## config.mk

```make
export PLATFORM = sky130hd
export DESIGN_NAME = combined_touch_irq_top
export DESIGN_NICKNAME = d
export VERILOG_FILES = /design/src/design/combined_touch_irq_pkg.sv /design/src/design/combined_touch_irq_top.sv
export SDC_FILE = /design/constraint.sdc
export NUM_CORES = 1
export LEC_CHECK = 0
export BUFFER_PORTS_ARGS = -buffer_cell sky130_fd_sc_hd__buf_2
export CAP_MARGIN = 25
export CORE_UTILIZATION = 55
export DETAILED_ROUTE_END_ITERATION = 16
export GPL_TIMING_DRIVEN = 0
export PLACE_DENSITY = 0.77
export SLEW_MARGIN = 40
export SYNTH_ARGS = -nofsm -noshare
export SYNTH_HDL_FRONTEND = slang
export SYNTH_SLANG_ARGS = --single-unit
```

## constraint.sdc

```tcl
create_clock -name aclk -period 4.1 [get_ports aclk]
set_input_delay 0.41 -clock aclk [delete_from_list [all_inputs] [get_ports aclk]]
set_output_delay 0.41 -clock aclk [all_outputs]
set_load 0.01 [all_outputs]
```

## src/design/combined_touch_irq_pkg.sv

```systemverilog
// constants for the touch converter interrupt and sequence timing block
package combined_touch_irq_pkg;
  localparam logic [7:0] OFS_GEN_CONFIG = 8'h00;
  localparam logic [7:0] OFS_GEN_STATUS = 8'h04;
  localparam logic [7:0] OFS_IRQ_STATUS = 8'h08;
  localparam logic [7:0] OFS_IRQ_MASK = 8'h0c;
  localparam logic [7:0] OFS_IRQ_CLEAR = 8'h10;
  localparam logic [7:0] OFS_MASKED_STATUS = 8'h14;
  localparam logic [7:0] OFS_SEQ_CONFIG = 8'h18;
  localparam logic [7:0] OFS_FIFO_DATA = 8'h1c;
  localparam logic [7:0] OFS_BIAS_CTRL = 8'h20;
  // irq bit positions
  localparam int BIT_OVERRUN = 0;
  localparam int BIT_WATERMARK = 1;
  localparam int BIT_SEQ_DONE = 2;
  localparam int BIT_TOUCH = 3;
  localparam int BIT_SUPPLY = 4;
  // clear register bits
  localparam int BIT_CLR_SEQ_DONE = 0;
  localparam int BIT_CLR_TOUCH = 1;
  localparam int BIT_CLR_SUPPLY = 2;
  // general config fields
  localparam int BIT_CFG_CONTINUOUS = 0;
  localparam int BIT_CFG_TOUCH_TRIG = 1;
  localparam int BIT_CFG_SW_START = 2;
  localparam int POS_CFG_THRESH = 3;
  localparam int W_THRESH = 4;
  // general status fields
  localparam int BIT_GS_TOUCH_RAW = 8;
  localparam int BIT_GS_SUPPLY_RAW = 9;
  localparam int BIT_GS_BUSY = 10;
  // bias bit that connects the touch detector
  localparam int BIT_BIAS_DETECT = 12;
  localparam int W_BIAS = 16;
  // conversion timing
  localparam int GET_DATA_CYCLES = 1;
  localparam int MEASURE_CYCLES = 16;
  localparam int CONV_CYCLES = GET_DATA_CYCLES + MEASURE_CYCLES;
  localparam int SUPPLY_HOLDOFF_CYCLES = 1;
  localparam logic [31:0] RST_GEN_CONFIG = 32'h0000_0000;
  localparam logic [4:0] RST_IRQ_MASK = 5'h00;
  localparam logic [31:0] RST_SEQ_CONFIG = 32'h0000_0001;
  localparam logic [1:0] RESP_OKAY = 2'b00;
  localparam logic [1:0] RESP_SLVERR = 2'b10;
  typedef enum logic [3:0] {
    ST_IDLE = 4'b0001,
    ST_SETTLE = 4'b0010,
    ST_CONVERT = 4'b0100,
    ST_END = 4'b1000
  } combined_touch_irq_state_t;
endpackage

```

## src/design/combined_touch_irq_top.sv

```systemverilog
// touch converter sequencer, result fifo, interrupts and register slave
module combined_touch_irq_top
  import combined_touch_irq_pkg::*;
#(
  parameter int FIFO_DEPTH = 16,
  parameter int W_DATA = 10
) (
  input wire logic aclk,
  input wire logic aresetn,
  input wire logic [31:0] s_axi_awaddr,
  input wire logic s_axi_awvalid,
  output logic s_axi_awready,
  input wire logic [31:0] s_axi_wdata,
  input wire logic [3:0] s_axi_wstrb,
  input wire logic s_axi_wvalid,
  output logic s_axi_wready,
  output logic [1:0] s_axi_bresp,
  output logic s_axi_bvalid,
  input wire logic s_axi_bready,
  input wire logic [31:0] s_axi_araddr,
  input wire logic s_axi_arvalid,
  output logic s_axi_arready,
  output logic [31:0] s_axi_rdata,
  output logic [1:0] s_axi_rresp,
  output logic s_axi_rvalid,
  input wire logic s_axi_rready,
  input wire logic supply_low_pin,
  input wire logic touch_detect_line,
  input wire logic [W_DATA-1:0] conv_result,
  output logic [W_BIAS-1:0] bias_ctrl,
  output logic conv_sample,
  output logic supply_drop_irq,
  output logic touch_detect_irq,
  output logic combined_touch_irq
);
  localparam int W_CNT = $clog2(FIFO_DEPTH + 1);
  localparam int W_PTR = $clog2(FIFO_DEPTH);

  function automatic logic [W_PTR-1:0] ptr_inc(input logic [W_PTR-1:0] p);
    ptr_inc = (p == W_PTR'(FIFO_DEPTH - 1)) ? '0 : p + 1'b1;
  endfunction

  // pin synchronisers
  logic supply_s1_r, supply_s2_r, touch_s1_r, touch_s2_r, touch_prev_r;
  always_ff @(posedge aclk) begin
    if (!aresetn) begin
      supply_s1_r <= 1'b0;
      supply_s2_r <= 1'b0;
      touch_s1_r <= 1'b0;
      touch_s2_r <= 1'b0;
      touch_prev_r <= 1'b0;
    end else begin
      supply_s1_r <= supply_low_pin;
      supply_s2_r <= supply_s1_r;
      touch_s1_r <= touch_detect_line;
      touch_s2_r <= touch_s1_r;
      touch_prev_r <= touch_s2_r;
    end
  end

  // registers
  logic [31:0] gen_config_r, seq_config_r;
  logic [4:0] irq_mask_r;
  logic [W_BIAS-1:0] bias_r;
  logic [2:0] clr_pulse_r;
  logic seq_done_r, touch_r, supply_r, overrun_r;
  logic [SUPPLY_HOLDOFF_CYCLES-1:0] supply_hold_r;

  // axi write path: address and data taken in either order
  logic aw_held_r, w_held_r, bvalid_r;
  logic [7:0] awaddr_r;
  logic [31:0] wdata_r;
  logic [3:0] wstrb_r;
  wire aw_take = s_axi_awvalid && !aw_held_r && !bvalid_r;
  wire w_take = s_axi_wvalid && !w_held_r && !bvalid_r;
  wire wr_go = aw_held_r && w_held_r;
  wire wr_hit_cfg = wr_go && awaddr_r == OFS_GEN_CONFIG;
  wire wr_hit_mask = wr_go && awaddr_r == OFS_IRQ_MASK;
  wire wr_hit_clr = wr_go && awaddr_r == OFS_IRQ_CLEAR;
  wire wr_hit_seq = wr_go && awaddr_r == OFS_SEQ_CONFIG;
  wire wr_hit_bias = wr_go && awaddr_r == OFS_BIAS_CTRL;
  wire wr_known = wr_hit_cfg || wr_hit_mask || wr_hit_clr || wr_hit_seq || wr_hit_bias;
  assign s_axi_awready = !aw_held_r && !bvalid_r;
  assign s_axi_wready = !w_held_r && !bvalid_r;
  assign s_axi_bvalid = bvalid_r;

  always_ff @(posedge aclk) begin
    if (!aresetn) begin
      aw_held_r <= 1'b0;
      w_held_r <= 1'b0;
      bvalid_r <= 1'b0;
      awaddr_r <= 8'h00;
      wdata_r <= 32'h0000_0000;
      wstrb_r <= 4'h0;
      s_axi_bresp <= RESP_OKAY;
    end else begin
      if (aw_take) begin
        aw_held_r <= 1'b1;
        awaddr_r <= s_axi_awaddr[7:0];
      end
      if (w_take) begin
        w_held_r <= 1'b1;
        wdata_r <= s_axi_wdata;
        wstrb_r <= s_axi_wstrb;
      end
      if (wr_go) begin
        aw_held_r <= 1'b0;
        w_held_r <= 1'b0;
        bvalid_r <= 1'b1;
        s_axi_bresp <= wr_known ? RESP_OKAY : RESP_SLVERR;
      end else if (bvalid_r && s_axi_bready) begin
        bvalid_r <= 1'b0;
      end
    end
  end

  // software registers; the clear register holds nothing, it only pulses
  always_ff @(posedge aclk) begin
    if (!aresetn) begin
      gen_config_r <= RST_GEN_CONFIG;
      seq_config_r <= RST_SEQ_CONFIG;
      irq_mask_r <= RST_IRQ_MASK;
      bias_r <= '0;
      clr_pulse_r <= 3'b000;
    end else begin
      if (wr_hit_cfg && wstrb_r[0]) gen_config_r[7:0] <= wdata_r[7:0];
      if (wr_hit_seq && wstrb_r[0]) seq_config_r[7:0] <= wdata_r[7:0];
      if (wr_hit_seq && wstrb_r[1]) seq_config_r[15:8] <= wdata_r[15:8];
      if (wr_hit_mask && wstrb_r[0]) irq_mask_r <= wdata_r[4:0];
      if (wr_hit_bias && wstrb_r[0]) bias_r[7:0] <= wdata_r[7:0];
      if (wr_hit_bias && wstrb_r[1]) bias_r[15:8] <= wdata_r[15:8];
      clr_pulse_r <= (wr_hit_clr && wstrb_r[0]) ? wdata_r[2:0] : 3'b000;
    end
  end
  assign bias_ctrl = bias_r;

  // sequencer: measurement count in seq config [3:0], settle cycles in [15:8]
  combined_touch_irq_state_t state_r, state_nxt;
  logic [7:0] cnt_r, cnt_nxt;
  logic [4:0] meas_r, meas_nxt;
  logic in_convert;
  logic [4:0] meas_total;
  logic [7:0] settle_cycles;
  assign meas_total = (seq_config_r[3:0] == 4'h0) ? 5'd16 : {1'b0, seq_config_r[3:0]};
  assign settle_cycles = seq_config_r[15:8];
  assign in_convert = state_r == ST_CONVERT;

  // touch detect only counts while the detector is connected; edge caught
  wire touch_edge = touch_s2_r && !touch_prev_r && bias_r[BIT_BIAS_DETECT];
  wire start_req = gen_config_r[BIT_CFG_SW_START] || gen_config_r[BIT_CFG_CONTINUOUS]
                   || (gen_config_r[BIT_CFG_TOUCH_TRIG] && touch_edge);
  wire conv_done = in_convert && cnt_r == 8'(CONV_CYCLES - 1);
  wire last_meas = meas_r == meas_total - 5'd1;

  always_comb begin
    state_nxt = state_r;
    cnt_nxt = cnt_r + 8'd1;
    meas_nxt = meas_r;
    case (state_r)
      ST_IDLE: begin
        cnt_nxt = 8'd0;
        meas_nxt = 5'd0;
        if (start_req) state_nxt = (settle_cycles == 8'd0) ? ST_CONVERT : ST_SETTLE;
      end
      ST_SETTLE: begin
        if (cnt_r == settle_cycles - 8'd1) begin
          state_nxt = ST_CONVERT;
          cnt_nxt = 8'd0;
        end
      end
      ST_CONVERT: begin
        if (conv_done) begin
          cnt_nxt = 8'd0;
          meas_nxt = meas_r + 5'd1;
          if (last_meas) state_nxt = ST_END;
          else state_nxt = (settle_cycles == 8'd0) ? ST_CONVERT : ST_SETTLE;
        end
      end
      ST_END: begin
        cnt_nxt = 8'd0;
        meas_nxt = 5'd0;
        // continuous mode goes straight on, skipping idle
        if (gen_config_r[BIT_CFG_CONTINUOUS])
          state_nxt = (settle_cycles == 8'd0) ? ST_CONVERT : ST_SETTLE;
        else state_nxt = ST_IDLE;
      end
      default: begin
        state_nxt = ST_IDLE;
        cnt_nxt = 8'd0;
        meas_nxt = 5'd0;
      end
    endcase
  end

  always_ff @(posedge aclk) begin
    if (!aresetn) begin
      state_r <= ST_IDLE;
      cnt_r <= 8'd0;
      meas_r <= 5'd0;
      conv_sample <= 1'b0;
    end else begin
      state_r <= state_nxt;
      cnt_r <= cnt_nxt;
      meas_r <= meas_nxt;
      conv_sample <= conv_done;
    end
  end

  // result fifo; a result arriving when full is dropped
  logic [W_DATA-1:0] fifo_mem [FIFO_DEPTH];
  logic [W_PTR-1:0] wr_ptr_r, rd_ptr_r;
  logic [W_CNT-1:0] fifo_cnt_r;
  wire fifo_full = fifo_cnt_r == W_CNT'(FIFO_DEPTH);
  wire fifo_empty = fifo_cnt_r == '0;
  wire rd_fifo;
  wire push = conv_done && !fifo_full;
  wire pop = rd_fifo && !fifo_empty;
  always_ff @(posedge aclk) begin
    if (push) fifo_mem[wr_ptr_r] <= conv_result;
  end
  always_ff @(posedge aclk) begin
    if (!aresetn) begin
      wr_ptr_r <= '0;
      rd_ptr_r <= '0;
      fifo_cnt_r <= '0;
    end else begin
      if (push) wr_ptr_r <= ptr_inc(wr_ptr_r);
      if (pop) rd_ptr_r <= ptr_inc(rd_ptr_r);
      if (push && !pop) fifo_cnt_r <= fifo_cnt_r + 1'b1;
      else if (pop && !push) fifo_cnt_r <= fifo_cnt_r - 1'b1;
    end
  end

  // interrupt latches: a new event wins over a clear in the same cycle
  wire seq_done_evt = state_r == ST_END;
  wire overrun_evt = conv_done && fifo_full;
  wire supply_ok_to_set = supply_hold_r == '0;
  always_ff @(posedge aclk) begin
    if (!aresetn) begin
      seq_done_r <= 1'b0;
      touch_r <= 1'b0;
      supply_r <= 1'b0;
      overrun_r <= 1'b0;
      supply_hold_r <= '0;
    end else begin
      seq_done_r <= seq_done_evt || (seq_done_r && !clr_pulse_r[BIT_CLR_SEQ_DONE]);
      touch_r <= touch_edge || (touch_r && !clr_pulse_r[BIT_CLR_TOUCH]);
      supply_r <= (supply_s2_r && supply_ok_to_set)
                  || (supply_r && !clr_pulse_r[BIT_CLR_SUPPLY]);
      // shift register of clears; the cast keeps the newest holdoff cycles only
      supply_hold_r <= SUPPLY_HOLDOFF_CYCLES'({supply_hold_r, clr_pulse_r[BIT_CLR_SUPPLY]});
      overrun_r <= overrun_evt || (overrun_r && !pop);
    end
  end

  wire watermark = fifo_cnt_r >= W_CNT'(gen_config_r[POS_CFG_THRESH +: W_THRESH]);
  wire [4:0] irq_status = {supply_r, touch_r, seq_done_r, watermark, overrun_r};
  wire [4:0] irq_masked = irq_status & irq_mask_r;

  always_ff @(posedge aclk) begin
    if (!aresetn) begin
      supply_drop_irq <= 1'b0;
      touch_detect_irq <= 1'b0;
      combined_touch_irq <= 1'b0;
    end else begin
      supply_drop_irq <= irq_masked[BIT_SUPPLY];
      touch_detect_irq <= irq_masked[BIT_TOUCH];
      combined_touch_irq <= |irq_masked;
    end
  end

  // axi read path
  logic rvalid_r;
  wire [7:0] ar_ofs = s_axi_araddr[7:0];
  wire ar_take = s_axi_arvalid && !rvalid_r;
  assign rd_fifo = ar_take && ar_ofs == OFS_FIFO_DATA;
  assign s_axi_arready = !rvalid_r;
  assign s_axi_rvalid = rvalid_r;
  logic [31:0] gen_status;
  assign gen_status = {21'h0, state_r != ST_IDLE, supply_s2_r, touch_s2_r,
                       3'h0, fifo_cnt_r};
  logic [31:0] rd_word;
  logic rd_ok;
  always_comb begin
    rd_ok = 1'b1;
    case (ar_ofs)
      OFS_GEN_CONFIG: rd_word = {25'h0, gen_config_r[6:0]};
      OFS_GEN_STATUS: rd_word = gen_status;
      OFS_IRQ_STATUS: rd_word = {27'h0, irq_status};
      OFS_IRQ_MASK: rd_word = {27'h0, irq_mask_r};
      OFS_IRQ_CLEAR: rd_word = 32'h0000_0000;
      OFS_MASKED_STATUS: rd_word = {27'h0, irq_masked};
      OFS_SEQ_CONFIG: rd_word = {16'h0, seq_config_r[15:0]};
      OFS_FIFO_DATA: rd_word = fifo_empty ? 32'h0000_0000
                                          : 32'(fifo_mem[rd_ptr_r]);
      OFS_BIAS_CTRL: rd_word = 32'(bias_r);
      default: begin
        rd_word = 32'h0000_0000;
        rd_ok = 1'b0;
      end
    endcase
  end
  always_ff @(posedge aclk) begin
    if (!aresetn) begin
      rvalid_r <= 1'b0;
      s_axi_rdata <= 32'h0000_0000;
      s_axi_rresp <= RESP_OKAY;
    end else if (ar_take) begin
      rvalid_r <= 1'b1;
      s_axi_rdata <= rd_word;
      s_axi_rresp <= rd_ok ? RESP_OKAY : RESP_SLVERR;
    end else if (rvalid_r && s_axi_rready) begin
      rvalid_r <= 1'b0;
    end
  end

  // checks
  property p_seq_done_set;
    @(posedge aclk) disable iff (!aresetn)
      state_r == ST_END |=> seq_done_r;
  endproperty
  a_seq_done_set: assert property (p_seq_done_set) else $error("seq done not latched");

  property p_seq_done_clear;
    @(posedge aclk) disable iff (!aresetn)
      clr_pulse_r[0] && state_r != ST_END |=> !seq_done_r;
  endproperty
  a_seq_done_clear: assert property (p_seq_done_clear) else $error("seq clear failed");

  property p_conv_len;
    @(posedge aclk) disable iff (!aresetn)
      $rose(in_convert) |-> in_convert [*8] ##1 in_convert [*8] ##1 conv_done;
  endproperty
  a_conv_len: assert property (p_conv_len) else $error("conversion not 17 cycles");

  property p_cont_skip_idle;
    @(posedge aclk) disable iff (!aresetn)
      state_r == ST_END && gen_config_r[0] |=> state_r != ST_IDLE;
  endproperty
  a_cont_skip_idle: assert property (p_cont_skip_idle) else $error("idle not skipped");

  property p_combined;
    @(posedge aclk) disable iff (!aresetn)
      |(irq_status & irq_mask_r) |=> combined_touch_irq;
  endproperty
  a_combined: assert property (p_combined) else $error("combined irq missing");

  property p_mask_keeps_status;
    @(posedge aclk) disable iff (!aresetn)
      supply_r && clr_pulse_r[2] == 1'b0 |=> supply_r;
  endproperty
  a_mask_keeps_status: assert property (p_mask_keeps_status) else $error("status lost");

  // a raw drop in the clear cycle wins, so only a quiet pin must see the holdoff
  property p_supply_holdoff;
    @(posedge aclk) disable iff (!aresetn)
      clr_pulse_r[BIT_CLR_SUPPLY] && !supply_s2_r |=> !supply_r ##1 !supply_r;
  endproperty
  a_supply_holdoff: assert property (p_supply_holdoff) else $error("supply reset early");

  property p_overrun_drop;
    @(posedge aclk) disable iff (!aresetn)
      conv_done && fifo_full && !pop |=> overrun_r && fifo_full && $stable(wr_ptr_r);
  endproperty
  a_overrun_drop: assert property (p_overrun_drop) else $error("overrun mishandled");

  property p_clear_pulse;
    @(posedge aclk) disable iff (!aresetn)
      clr_pulse_r != 3'b000 && !wr_hit_clr |=> clr_pulse_r == 3'b000;
  endproperty
  a_clear_pulse: assert property (p_clear_pulse) else $error("clear not one cycle");
endmodule

```

==> results_dict.tcl <==
set metrics [dict create \
    cts-resized-gates 0 \
    placeableCoreArea_um2 22600 \
    synthCells 1012 \
    crit_required_ns 4.59 \
    dr.pass1.iters 5 \
    power_leakage_nw 5.54 \
    fillCellCount 1656 \
    run_status "finished clean" \
    gpl.final_weighted_congestion 0.930 \
    worstPathCellList "inv_1 -> ha_1 -> nor4bb_1 -> and3_1 -> a21boi_2 -> ha_1 -> inv_1 -> fa_1 -> a21o_1 -> a21oi_1 -> xnor2_1 -> or3_1 -> a21oi_1" \
    crit_path_end "fifo_cnt_r[4]" \
    slew_viol_final 0 \
    number_of_enable_flip_flop_cells_after_synthesis 160 \
    ant_nets 0 \
    worstPathMaxFanout 8 \
    hold_class "in2reg" \
    drive_above_1_share_pct 21.5 \
    portbufs 93 \
    final_min_period_over_clock_period_pct 88.0 \
    fin_worst_hold_slack_ns 0.0253 \
    cts_tree "done" \
    grt_start_max_net_pins 17 \
    yosys_most_used_dff "sky130_fd_sc_hd__edfxtp_1" \
    cts-root-buf "sky130_fd_sc_hd__clkbuf_16" \
    yosysWarnings 0 \
    total_die_area_um2 23700 \
    route.vias.total 8720 \
    fin_nets 1299 \
    areaGrowthSynthToFinish_pct 16.0 \
    grt_overflow_total 0 \
    finalSetupTns_ns 0 \
    detail_route.vias_per_cell 5.94 \
    setup.worst_path.end_class "flip-flop" \
    timing_worst_slew_pin_value_ns 0.865 \
    async_reset_ff_share_pct 0 \
    rows 55 \
    post_cts_setup_inserts 0 \
    syn_std_cell_area_um2 12700 \
    slew_headroom_pct 42.3 \
    cts_made_buffers 30 \
    htreeDepth 1 \
    post-route-min-period_ns 3.61 \
    worstSetupPathDepth 13 \
    chipWidth_um 154 \
    wl_per_cell_um 21.2 \
    die_h_um 154 \
    critical_path.reg2reg.startpoint "cnt_r[0]" \
    clock_buffer_depth 3 \
    antenna_cells 0 \
    grt_setup_unrepaired "no" \
    critical_path_class "reg2reg" \
    ctsHoldBuffers 0 \
    critical-path-slowest-cell "sky130_fd_sc_hd__a21boi_2" \
    clock.fmax_mhz 277 \
    tritoncts_num_sinks 303 \
    floorplan.initialDensity_pct 56.2 \
    worst-r2r-setup-slack_ns 0.49 \
    fin_area_um2 14800 \
    total_grt_usage_pct 26.6 \
    worst-endpoint-arrival_ns 4.10 \
    worst_path_dominant_cell_family "simple AND/OR/NAND/NOR gates" \
    cp-start-kind "flip-flop" \
    critical_path_buf_inv_count 2 \
    initialDrtViolationCount 870 \
    fin_worst_skew_ns 0.0168 \
    finalHoldViolations 0 \
    register_area_share_after_synthesis_pct 60.3 \
    yosysUniqueCellTypes 69 \
    drcViolationCount 0 \
    setup_viol 0 \
    number_of_global_route_vias_before_repair 8581 \
    worst_path_largest_cell_delay_ns 0.49 \
    number_of_antenna_violations_at_the_first_check_in_global_routing 0 \
    synth.avg_cell_area_um2 12.6 \
    power_density_nw_per_um2 434 \
    worstRegToRegCells 13 \
    ys_seq_elements 303 \
    place.detailed.hpwl_um 21000 \
    worstSkewPairLatency_ns 0.56 \
    r2r_end "fifo_cnt_r[4]" \
    irDropWorstVdd_v 0.000351 \
    path_clk_slew_ns 0.07 \
    worstSetupStartpoint "cnt_r[0]" \
    top_level_ports 180 \
    drt_wl_total_um 31200 \
    placement.cell_area_um2 13700 \
    wire_length_of_the_first_global_routing_pass_um 47600 \
    drv_cap 0 \
]
[registers in the layout, indices dropped and copies added (netlist names), 2 cells and up, named ones only]
name          cells
awaddr_r          8
bias_ctrl        16
clr_pulse_r       3
cnt_r             8
fifo_cnt_r        5
fifo_mem        160
gen_config_r      7
irq_mask_r        5
meas_r            5
rd_ptr_r          4
s_axi_rdata      16
seq_config_r     16
state_r           4
wdata_r          16
wr_ptr_r          4
wstrb_r           2
[per-layer routing]
layer	wire (um)	GRT usage, %	share of wire, %	vias up
li1	-	-	-	4016
met1	12900	35.3	41	4274
met2	15000	44.4	48	356
met3	2370	5.02	7.6	74
met4	889	8.19	2.9	0
met5	0	0	0	-
[cell type report]
class                   instances  area (um^2)  share of cell area [%]
well taps                     285          357                    2.42
repair buffers                 98          502                    3.40
flip-flops and latches        303         7670                    51.9
plain buffers                  60          307                    2.08
inverters                      19         71.3                   0.483
clock buffers                  43          902                    6.11
clock inverters                13          153                    1.03
multi-input cells             647         4800                    32.5
[cell usage in the layout, fill, tap and decap left out, drive strengths merged, types with 3 or more instances in the layout]
master and instances:
edfxtp 160, dfxtp 143, buf 125, nor2 113, nand2 97, clkbuf 76
a21oi 61, mux2i 56, mux4 45, o21ai 21, ha 20, nor3 19
inv 18, conb 18, xnor2 16, nand3 15, nor2b 14, and2 14
xor2 13, a211oi 11, a221oi 11, clkinv 11, nand2b 10, a21o 8
a22oi 6, a222oi 6, and3 5, nand4 5, a31oi 5, nor4b 5
mux2 4, or4 4, or2 4, and4b 3, bufinv 3, nor4 3
[synth_stat cells (all sizes together) (4+ instances only)]
library cell | count | area share (%)
nand4 | 5 | 0.25
nor4b | 5 | 0.51
a21oi | 61 | 2.4
a211oi | 11 | 0.65
inv | 18 | 0.53
o21ai | 21 | 0.83
and3 | 5 | 0.25
a222oi | 6 | 0.47
ha | 20 | 2.0
a31oi | 5 | 0.25
edfxtp | 160 | 38
a22oi | 6 | 0.35
and2 | 14 | 0.69
dfxtp | 143 | 23
or4 | 4 | 0.27
nand3 | 15 | 0.59
nor2b | 14 | 0.69
nand2b | 10 | 0.49
mux2i | 56 | 4.4
nor3 | 19 | 0.75
xnor2 | 16 | 1.1
nor2 | 113 | 3.3
mux4 | 45 | 8.0
mux2 | 4 | 0.35
buf | 28 | 1.4
clkbuf | 32 | 0.94
a221oi | 11 | 0.76
nand2 | 97 | 2.9
or2 | 4 | 0.20
a21o | 8 | 0.47
xor2 | 13 | 0.89
[worst min path at each step]
stage / from / end / slack, ns / depth (start not counted)
CTS: s_axi_rready / s_axi_rvalid / 0.009 / 2
detailed placement: supply_s1_r / supply_s2_r / 0.43 / 1
global placement: supply_s1_r / supply_s2_r / 0.42 / 1
floorplan: supply_s1_r / supply_s2_r / 0.41 / 1
global route: s_axi_rready / s_axi_rvalid / 0.02 / 2
finish: s_axi_rready / s_axi_rvalid / 0.03 / 2
[kinds of logic after synthesis]
kind of cell	Yosys count	synth area share [%]
buf+inv	79	2.95
compound gates	150	7.68
other cells	1	0.0295
xor+xnor	29	2.00
mux	105	12.7
flops	303	60.3
fa+ha+maj	21	2.12
simple gates	324	12.2
[worst register-to-register path: stages (launching register included)]
cell                       delay [ns]
sky130_fd_sc_hd__dfxtp_1         0.38
sky130_fd_sc_hd__inv_1           0.09
sky130_fd_sc_hd__ha_1            0.14
sky130_fd_sc_hd__nor4bb_1        0.35
sky130_fd_sc_hd__and3_1          0.38
sky130_fd_sc_hd__a21boi_2        0.50
sky130_fd_sc_hd__ha_1            0.28
sky130_fd_sc_hd__inv_1           0.12
sky130_fd_sc_hd__fa_1            0.44
sky130_fd_sc_hd__a21o_1          0.19
sky130_fd_sc_hd__a21oi_1         0.17
sky130_fd_sc_hd__xnor2_1         0.09
sky130_fd_sc_hd__or3_1           0.30
sky130_fd_sc_hd__a21oi_1         0.13
[metrics by stage]
step | instances | utilization [%] | worst slack (ns) | power, mW
floorplan | 1029 | - | 0.684 | 3.49
global placement | 1407 | 60.1 | 0.237 | 3.60
detailed placement | 1412 | 60.5 | 0.177 | 3.61
CTS | 1468 | 65.2 | 0.562 | 6.42
global route | 1468 | 65.2 | 0.223 | 6.57
finish | 1468 | 65.2 | 0.494 | 6.40
[power breakdown]
group	leakage, nW	internal (mW)	switching, mW
clock network	0.527	1.72	1.14
registers	2.60	3.22	0.0409
logic	2.41	0.105	0.179
total	5.54	5.04	1.36
Power figures use the tool's default switching activity.
